--- src/rtl/htiu_pkg.sv ---
package htiu_pkg;

  // Register byte offsets on the transmitter host register page
  localparam logic [7:0] HTIU_OFS_ENABLE = 8'h3c;
  localparam logic [7:0] HTIU_OFS_STATUS = 8'h3d;
  localparam logic [7:0] HTIU_OFS_STATUS2 = 8'h3e;
  localparam logic [7:0] HTIU_OFS_ENABLE2 = 8'h3f;

  // Reset values
  localparam logic [7:0] HTIU_RST_ENABLE = 8'h00;
  localparam logic [7:0] HTIU_RST_STATUS = 8'h00;
  localparam logic [7:0] HTIU_RST_STATUS2 = 8'h00;
  localparam logic [7:0] HTIU_RST_ENABLE2 = 8'h00;

  // Primary bit positions
  localparam int HTIU_B_ATTACH = 0;
  localparam int HTIU_B_RXDET = 1;
  localparam int HTIU_B_PINLVL = 2;
  localparam int HTIU_B_RXLVL = 3;
  localparam int HTIU_B_AUDIO = 4;
  localparam int HTIU_B_SEC = 5;
  localparam int HTIU_B_VREADY = 6;
  localparam int HTIU_B_AUTH = 7;

  // Secondary bit positions
  localparam int HTIU_B_LINK = 0;
  localparam int HTIU_B_KSV = 1;

  // Writable event and enable masks
  localparam logic [7:0] HTIU_EVT_MASK = 8'hf3;
  localparam logic [7:0] HTIU_EVT2_MASK = 8'h03;
  localparam logic [7:0] HTIU_EN_MASK = 8'hfb;
  localparam logic [7:0] HTIU_EN2_MASK = 8'h03;

  // Level-type observed sources
  typedef struct packed {
    logic sink_attach_signal;
    logic powered_receiver_detect;
    logic [1:0] link_status;
    logic [1:0] auth_status;
    logic vready;
    logic tmds_stable;
  } htiu_levels_t;

  // Register bus request
  typedef struct packed {
    logic wr;
    logic rd;
    logic [7:0] addr;
    logic [7:0] wdata;
  } htiu_req_t;

endpackage

--- src/rtl/htiu_edge.sv ---
`timescale 1ns/1ps
`default_nettype none
module htiu_edge import htiu_pkg::*; #(
  parameter int W = 8
) (
  input wire logic clock, // System clock
  input wire logic rstn, // Async reset, low
  input wire logic [W-1:0] level, // Observed levels
  output logic [W-1:0] prev, // Registered copy
  output logic [W-1:0] change // High when level differs
);

  typedef struct packed {
    logic primed;
    logic [W-1:0] prev;
  } htiu_edge_st_t;

  htiu_edge_st_t st_reg, st_next;

  // First cycle after reset only captures, so reset values raise no event
  always_comb begin
    st_next = st_reg;
    st_next.prev = level;
    st_next.primed = 1'b1;
  end

  always_ff @(posedge clock or negedge rstn) begin
    if (!rstn) begin
      st_reg <= '0;
    end else begin
      st_reg <= st_next;
    end
  end

  assign prev = st_reg.prev;
  assign change = st_reg.primed ? (level ^ st_reg.prev) : '0;

endmodule
`default_nettype wire

--- src/rtl/htiu_top.sv ---
`timescale 1ns/1ps
`default_nettype none
module htiu_top import htiu_pkg::*; (
  input wire logic clock, // 250 MHz system clock
  input wire logic rstn, // Async reset, active low
  input wire logic reg_wr, // Byte write strobe
  input wire logic reg_rd, // Byte read strobe
  input wire logic [7:0] reg_addr, // Byte offset
  input wire logic [7:0] reg_wdata, // Write byte
  output logic [7:0] reg_rdata, // Read byte, registered
  input wire logic sink_attach_signal, // Sink attach level
  input wire logic powered_receiver_detect, // Powered receiver level
  input wire logic remote_control_pending, // Remote page pending level
  input wire logic remote_control_irq, // Remote page own interrupt
  input wire logic spdif_event, // S/PDIF event handled pulse
  input wire logic audio_is_spdif, // Input path is S/PDIF
  input wire logic [1:0] link_status, // Link status field
  input wire logic [1:0] auth_status, // Authentication status field
  input wire logic vstar_selected, // A V* value is selected
  input wire logic vstar_ready, // V* ready status bit
  input wire logic tmds_stable, // TMDS clock stable level
  input wire logic ksv_first_byte, // First KSV byte received pulse
  input wire logic low_power, // Lowest power state
  output logic host_irq // Interrupt to host, high active
);

  typedef struct packed {
    logic [7:0] enable;
    logic [7:0] pend;
    logic [7:0] enable2;
    logic [7:0] pend2;
    logic [7:0] rdata;
  } htiu_st_t;

  htiu_st_t st_reg, st_next;
  htiu_req_t req;
  htiu_levels_t lv;
  logic [7:0] lv_vec, lv_prev, lv_chg;
  logic [7:0] set_evt, set_evt2, clr_evt, clr_evt2;
  logic [7:0] status_view;
  logic vready_rise;

  // Typed views of the change detector outputs
  htiu_levels_t lv_prev_s;
  htiu_levels_t lv_chg_s;

  // Decoded byte write strobes
  logic wr_enable;
  logic wr_status;
  logic wr_status2;
  logic wr_enable2;

  // Raw events and the low-power keep masks
  logic [7:0] raw_evt;
  logic [7:0] raw_evt2;
  logic [7:0] lp_keep;
  logic [7:0] lp_keep2;

  // Per-bit next values of flags and enables
  logic [7:0] pend_next;
  logic [7:0] pend2_next;
  logic [7:0] en_next;
  logic [7:0] en2_next;

  // Live status bits, read multiplexer and interrupt terms
  logic live_pin;
  logic live_rx;
  logic [7:0] rd_mux;
  logic [7:0] irq_terms;
  logic [7:0] irq_terms2;
  logic irq_local;

  assign req = '{wr: reg_wr, rd: reg_rd, addr: reg_addr, wdata: reg_wdata};
  assign lv = '{sink_attach_signal: sink_attach_signal,
                powered_receiver_detect: powered_receiver_detect,
                link_status: link_status, auth_status: auth_status,
                vready: vstar_ready, tmds_stable: tmds_stable};
  assign lv_vec = lv;

  // Change detection on every observed level
  htiu_edge #(.W(8)) u_edge (
    .clock(clock),
    .rstn(rstn),
    .level(lv_vec),
    .prev(lv_prev),
    .change(lv_chg)
  );

  // Typed views of the detector outputs
  assign lv_prev_s = lv_prev;
  assign lv_chg_s = lv_chg;

  // V* ready event on the rising edge while a value is selected
  assign vready_rise = vstar_selected && vstar_ready && !lv_prev_s.vready;

  // Byte write strobes shared by the clear and the update logic
  assign wr_enable = req.wr && (req.addr == HTIU_OFS_ENABLE);
  assign wr_status = req.wr && (req.addr == HTIU_OFS_STATUS);
  assign wr_status2 = req.wr && (req.addr == HTIU_OFS_STATUS2);
  assign wr_enable2 = req.wr && (req.addr == HTIU_OFS_ENABLE2);

  // Raw event sources, one bit per pending flag position
  always_comb begin
    raw_evt = 8'h00;
    raw_evt2 = 8'h00;
    raw_evt[HTIU_B_ATTACH] = lv_chg_s.sink_attach_signal;
    raw_evt[HTIU_B_RXDET] = lv_chg_s.powered_receiver_detect;
    raw_evt[HTIU_B_AUDIO] = spdif_event && audio_is_spdif;
    raw_evt[HTIU_B_SEC] = |lv_chg_s.link_status;
    raw_evt[HTIU_B_VREADY] = vready_rise;
    raw_evt[HTIU_B_AUTH] = |lv_chg_s.auth_status;
    raw_evt2[HTIU_B_LINK] = lv_chg_s.tmds_stable && tmds_stable;
    raw_evt2[HTIU_B_KSV] = ksv_first_byte;
  end

  // Lowest power state suspends every event but sink attach
  always_comb begin
    lp_keep = low_power ? 8'h00 : 8'hff;
    lp_keep2 = low_power ? 8'h00 : 8'hff;
    lp_keep[HTIU_B_ATTACH] = 1'b1;
  end

  // Events that reach the pending flags
  assign set_evt = raw_evt & lp_keep;
  assign set_evt2 = raw_evt2 & lp_keep2;

  // Clear requests from host byte writes; live bits 3:2 are masked out
  always_comb begin
    clr_evt = 8'h00;
    clr_evt2 = 8'h00;
    if (wr_enable) begin
      clr_evt = req.wdata & HTIU_EVT_MASK;
    end
    if (wr_status) begin
      clr_evt = req.wdata & HTIU_EVT_MASK;
    end
    if (wr_status2) begin
      clr_evt2 = req.wdata & HTIU_EVT2_MASK;
    end
    if (wr_enable2) begin
      clr_evt2 = req.wdata & HTIU_EVT2_MASK;
    end
  end

  // Per-bit next values; set beats clear, bits outside the masks stay zero
  for (genvar gi = 0; gi < 8; gi++) begin : g_bit
    if (HTIU_EVT_MASK[gi]) begin : g_pend
      assign pend_next[gi] = set_evt[gi] || (st_reg.pend[gi] && !clr_evt[gi]);
    end else begin : g_pend_none
      assign pend_next[gi] = 1'b0;
    end
    if (HTIU_EVT2_MASK[gi]) begin : g_pend2
      assign pend2_next[gi] = set_evt2[gi] || (st_reg.pend2[gi] && !clr_evt2[gi]);
    end else begin : g_pend2_none
      assign pend2_next[gi] = 1'b0;
    end
    if (HTIU_EN_MASK[gi]) begin : g_en
      assign en_next[gi] = wr_enable ? req.wdata[gi] : st_reg.enable[gi];
    end else begin : g_en_rsvd
      assign en_next[gi] = 1'b0;
    end
    if (HTIU_EN2_MASK[gi]) begin : g_en2
      assign en2_next[gi] = wr_enable2 ? req.wdata[gi] : st_reg.enable2[gi];
    end else begin : g_en2_rsvd
      assign en2_next[gi] = 1'b0;
    end
  end

  // Live state at bits 2 and 3; bit 3 follows the remote page when mirrored
  assign live_pin = sink_attach_signal;
  assign live_rx = st_reg.enable[HTIU_B_RXLVL] ? remote_control_pending : powered_receiver_detect;

  // Status byte as the host sees it
  always_comb begin
    status_view = st_reg.pend & HTIU_EVT_MASK;
    status_view[HTIU_B_PINLVL] = live_pin;
    status_view[HTIU_B_RXLVL] = live_rx;
  end

  // Read multiplexer; unmapped offsets read as zero
  always_comb begin
    unique case (req.addr)
      HTIU_OFS_ENABLE: rd_mux = st_reg.enable;
      HTIU_OFS_STATUS: rd_mux = status_view;
      HTIU_OFS_STATUS2: rd_mux = st_reg.pend2;
      HTIU_OFS_ENABLE2: rd_mux = st_reg.enable2;
      default: rd_mux = 8'h00;
    endcase
  end

  // Register update; the read byte is captured only on a read
  always_comb begin
    st_next = st_reg;
    st_next.pend = pend_next;
    st_next.pend2 = pend2_next;
    st_next.enable = en_next;
    st_next.enable2 = en2_next;
    if (req.rd) begin
      st_next.rdata = rd_mux;
    end
  end

  always_ff @(posedge clock or negedge rstn) begin
    if (!rstn) begin
      st_reg.enable <= HTIU_RST_ENABLE;
      st_reg.pend <= HTIU_RST_STATUS;
      st_reg.enable2 <= HTIU_RST_ENABLE2;
      st_reg.pend2 <= HTIU_RST_STATUS2;
      st_reg.rdata <= 8'h00;
    end else begin
      st_reg <= st_next;
    end
  end

  assign reg_rdata = st_reg.rdata;

  // Enabled pending flags, primary and secondary
  assign irq_terms = st_reg.pend & st_reg.enable & HTIU_EVT_MASK;
  assign irq_terms2 = st_reg.pend2 & st_reg.enable2;
  assign irq_local = |{irq_terms, irq_terms2};

  // Remote-control interrupt is passed on whatever enable bit 3 says
  assign host_irq = irq_local || remote_control_irq;

endmodule
`default_nettype wire

--- config.mk ---
export PLATFORM = sky130hd
export DESIGN_NAME = htiu_top
export DESIGN_NICKNAME = d
export VERILOG_FILES = /design/src/rtl/htiu_pkg.sv /design/src/rtl/htiu_edge.sv /design/src/rtl/htiu_top.sv
export SDC_FILE = /design/constraint.sdc
export NUM_CORES = 1
export LEC_CHECK = 0
export BUFFER_PORTS_ARGS = -buffer_cell sky130_fd_sc_hd__buf_2
export CORE_ASPECT_RATIO = 0.8
export CORE_UTILIZATION = 37
export CTS_BUF_LIST = sky130_fd_sc_hd__clkbuf_16
export DETAILED_ROUTE_END_ITERATION = 6
export PLACE_DENSITY = 0.61
export SYNTH_ARGS = -nofsm -noshare
export SYNTH_HDL_FRONTEND = slang
export SYNTH_SLANG_ARGS = --single-unit
--- constraint.sdc ---
create_clock -name clock -period 1.8 [get_ports clock]
set_input_delay 0.36 -clock clock [delete_from_list [all_inputs] [get_ports clock]]
set_output_delay 0.36 -clock clock [all_outputs]
set_load 0.005 [all_outputs]
; ---- Yosys cells after proc, flatten, opt, wreduce, memory -nomap -nowiden
; Cells that the tools add are included.
[totals]
regBits = 34
input_bits = 35
output_inout_bits = 9
elab_cells = 61
[classes]
n_eq_ne = 4
n_mux = 8
n_bitwise = 5
n_reduce_logical = 37
[ops]
columns = cell, count
row1 = equality test 8 x 6 -> 1 bit (second input constant), 4
row2 = 2-to-1 mux 8 bit, 4
row3 = one-hot mux 8 bit (4 select lines), 1
row4 = bitwise AND 8 bit, 2
row5 = logical AND 1 bit, 16
row6 = OR reduction 14 bit, 1
row7 = logical NOT 1 bit, 9
row8 = logical OR 1 bit, 9
row9 = bitwise XOR 8 bit, 1
row10 = bitwise AND 2 bit, 2
row11 = 2-to-1 mux 2 bit, 2
row12 = OR reduction 2 bit, 2
row13 = 2-to-1 mux 1 bit, 1

; ---- Longest topological paths before layout
[depth]
depth_word = 7
mapped_depth = 5
ltp_nobuf = 3

; ---- Cells and area by module
; A second synthesis with hierarchy kept.
[hier_totals]
cells_unflattened = 147
hier_area_um2 = 1722.9
[by_module_without_submodules]
columns = mod, instances, cells_per_inst, area_each_um2, seq_area_each_um2
row1 = htiu_top, 1, 113, 1313.8, 625.6
row2 = htiu_edge, 1, 34, 409.1, 225.2

; ---- Worst setup path before layout
; OpenSTA, ideal clock, no wires.
[synth_timing]
path_type = input-to-reg
from = in reg_addr[0]
to = reg st_reg (netlist bit reg_rdata[0])
setup_time_ns = 0.120
arrival_ns = 1.333
t_required_ns = 1.680
setup_slack_ns = 0.347
stages = 3
path_buffers = 1
path_cell_list = buf_2 mux4_1 a31o_2
[synth_via]
elab_chain_cells = 2
elab_cells_between_ends = 5
classes_between = eq/ne: 4 / mux: 1
[synth_rtl]
columns = item, line
row1 = start: declaration, htiu_top.sv:8  ; input wire logic [7:0] reg_addr,
row2 = equality test 8 x 6 -> 1 bit, htiu_top.sv:182  ; unique case (req.addr)
row3 = one-hot mux 8 bit (4 select lines) (*), htiu_top.sv:182
row4 = end signal: assignment, htiu_top.sv:211  ; st_reg <= st_next;
row5 = end: declaration, htiu_top.sv:35  ; htiu_st_t st_reg, st_next;
; Every way passes the cells marked *; elsewhere a longest branch is shown, timed or not.
; A chain may end at the register's enable or synchronous reset.

; ---- Worst setup path in the final report
[layout_timing]
from = reg st_reg[38] (netlist bit)
to = out host_irq
[layout_via]
elab_chain_cells = 3
[layout_rtl]
columns = item, line
row1 = bitwise AND 8 bit, htiu_top.sv:218  ; assign irq_terms = st_reg.pend & st_reg.enable & HTIU_EVT_MASK;
row2 = OR reduction 14 bit, htiu_top.sv:220  ; assign irq_local = |{irq_terms, irq_terms2};
row3 = logical OR 1 bit, htiu_top.sv:223  ; assign host_irq = irq_local || remote_control_irq;
row4 = end: declaration, htiu_top.sv:24  ; output logic host_irq
; No other way between the ends.

==> qor.yml <==
power_frac_clock_pct: 48.8
finish.net_count: 203
powerDensity_nw_per_um2: 949.2
switching_power_uw: 379.8
hold_viol: 0
rsz0062_at_grt: "yes"
period_share_pct: 96.46
outcome: "complete, no violations"
syn_area_per_cell_sq_um: 12.54
gr-total-overflow: 0
io_pins: 44
critPathArrivalTime_ns: 1.38
grt.total_usage_pct: 16.07
drt_first_iter_violations: 33
syn_area_sq_um: 1605
end_kind: "primary output"
p_comb_share_pct: 8.6
timing.final.crit_period_ns: 1.736
io_buffers: 42
viasPerCell: 4.987
drv_slew: 0
synth_cell_types: 31
swShare_pct: 19.99
routabilityCongestion: 0.7280
die_w_um: 75.64
worstPathRequired_ns: 1.44
drive_gt1_share_pct: 41.42
drc: 0
clkTransAtPathRegs_ns: 0.05
hold_class: "in2async"
fp.dieH_um: 60.92
power.leakage_nw: 0.9450
rows: 21
dieArea_sq_um: 4608
ys_warn_count: 0
core_sq_um: 4178
dpl.hpwl_mm: 2.485
netlist_instances: 128
cap_violations: 0
power_mw: 1.900
cts_root_buf: "clkbuf_16"
ir_worst_vdd_mv: 0.4805
synth_seq_cells: 34
fin_setup_tns_ns: 0
finalSetupViolCount: 0
diodes: 0
power.internal_mw: 1.520
cts_sinks: 34
drt_first_pass_iters: 4
cts_buffers: 5
antenna_found_initial: 0
path_max_fanout: 3
syn_nets: 163
nFillCells: 386
grt_max_degree: 35
timing.hold.ws_ns: 0.1615
wl_per_cell_um: 14.62
largest_register_ffs: 17
routed_wl_mm: 3.303
ant_nets: 0
worst_slew_pin_slew_ns: 0.7647
critPathKind: "reg2out"
clk-insertion-delay-late_ns: 0.27
clockBufferDepth: 2
fmax_mhz: 576.0
area_growth_pct: 24.71
htree_levels: 2
grt_pass1_vias: 1109
seq_area_frac_synth_pct: 53.00
layout_commonest_cell: "buf_2"
cts_tree: "done"
cp-start-kind: "flip-flop"
p_seq_share_pct: 42.6
grt_pass1_wl_mm: 5.043
slew_headroom_pct: 49.02
layout_common_cells: "42 x buf_2, 34 x dfrtp_1, 12 x nand3_1"
clock_skew_ns: 0.002910
initial_utilization_pct: 38.42
vias: 1127
power groups by stage:
stage | combinational [mW] | clock (mW) | sequential (mW)
after floorplan | 0.0835 | 0 | 0.816
after global placement | 0.159 | 0 | 0.820
after detailed placement | 0.163 | 0 | 0.821
after CTS | 0.163 | 0.949 | 0.808
after global routing | 0.182 | 0.991 | 0.811
final | 0.164 | 0.927 | 0.809
worst paths after layout:
path	from	to	slack, ns	cells past startpoint
setup / recovery	st_reg[38]	host_irq	0.06	4
hold / removal	rstn	reg_rdata[1]	0.16	1
setup reg to reg	st_reg[25]	reg_rdata[1]	0.53	2
hold reg to reg	u_edge.st_reg[8]	st_reg[24]	0.51	1
max in group asynchronous	rstn	st_reg[30]	1.16	1
min in group clock	tmds_stable	u_edge.prev[0]	0.21	1
critical path, stage by stage (launching register included):
cell      delay (ns)
dfrtp_1         0.39
a22o_1          0.25
a221oi_2        0.20
nand3_1         0.11
buf_2           0.14
routing by layer:
layer	vias up	routed length [um]	track usage, %
li1	537	-	-
met1	538	1495	20.17
met2	48	1502	24.49
met3	4	254	6.811
met4	0	51	6.878
met5	-	0	0
area by class of cell:
type / count / area [sq um] / share of cell area [%]
tap: 57 / 71.32 / 3.562
timing repair buffer: 46 / 252.7 / 12.62
sequential: 34 / 850.8 / 42.50
clock inverter: 3 / 37.54 / 1.875
multi-input combinational: 73 / 634.4 / 31.69
clock buffer: 5 / 125.1 / 6.250
inverter: 8 / 30.03 / 1.500
cell families after synthesis:
kind of cell	Yosys count	share of synthesized area, %
flip-flops	34	53.00
AND/OR/NAND/NOR	28	10.60
AO/OA/AOI/OAI	23	10.99
buffers and inverters	21	7.872
multiplexers	15	14.03
XOR/XNOR	6	3.274
other	1	0.2336
synthesized netlist by cell type:
master | number | share of area [%]
buf_4 | 8 | 3.7
xnor2_1 | 4 | 2.2
mux2_2 | 6 | 4.2
a32o_1 | 3 | 1.9
a21oi_1 | 3 | 0.94
buf_6 | 2 | 1.4
dfrtp_1 | 34 | 53
nand2b_1 | 1 | 0.39
o22ai_1 | 6 | 2.3
buf_2 | 2 | 0.62
a21o_1 | 3 | 1.4
conb_1 | 1 | 0.23
nand4b_1 | 1 | 0.55
a22o_1 | 4 | 2.2
and4_2 | 1 | 0.62
a222oi_1 | 1 | 0.62
and3_1 | 1 | 0.39
nand2_1 | 4 | 0.94
a221oi_1 | 1 | 0.55
mux2_4 | 7 | 6.5
a31o_2 | 2 | 1.1
mux4_1 | 2 | 3.3
nand3b_1 | 1 | 0.47
nor2b_1 | 4 | 1.6
and4b_1 | 1 | 0.62
and4bb_2 | 1 | 0.78
inv_1 | 8 | 1.9
xor2_1 | 2 | 1.1
and3b_1 | 1 | 0.55
nand3_1 | 12 | 3.7
clkbuf_1 | 1 | 0.23
what timing repair did:
action | 4_1_cts | 5_1_grt
hold endpoints to repair | 0 | 0
setup buffers | 0 | 1
hold buffers | 0 | 0
gates resized for setup | 0 | 1
endpoints found under the setup margin | 0 | 1
per-stage QoR:
| step | worst slack, ns | cells | utilization, % | instance area, sq um |
|---|---|---|---|---|
| 6_report | 0.06381 | 226 | 47.92 | 2002 |
| 3_3_place_gp | 0.2140 | 217 | 43.70 | 1826 |
| 5_1_grt | -0.007144 | 226 | 47.92 | 2002 |
| 4_1_cts | 0.005965 | 225 | 47.59 | 1988 |
| 2_1_floorplan | 0.3467 | 128 | - | 1605 |
| 3_5_place_dp | 0.1828 | 217 | 43.70 | 1826 |
(Power assumes the default switching activity.)
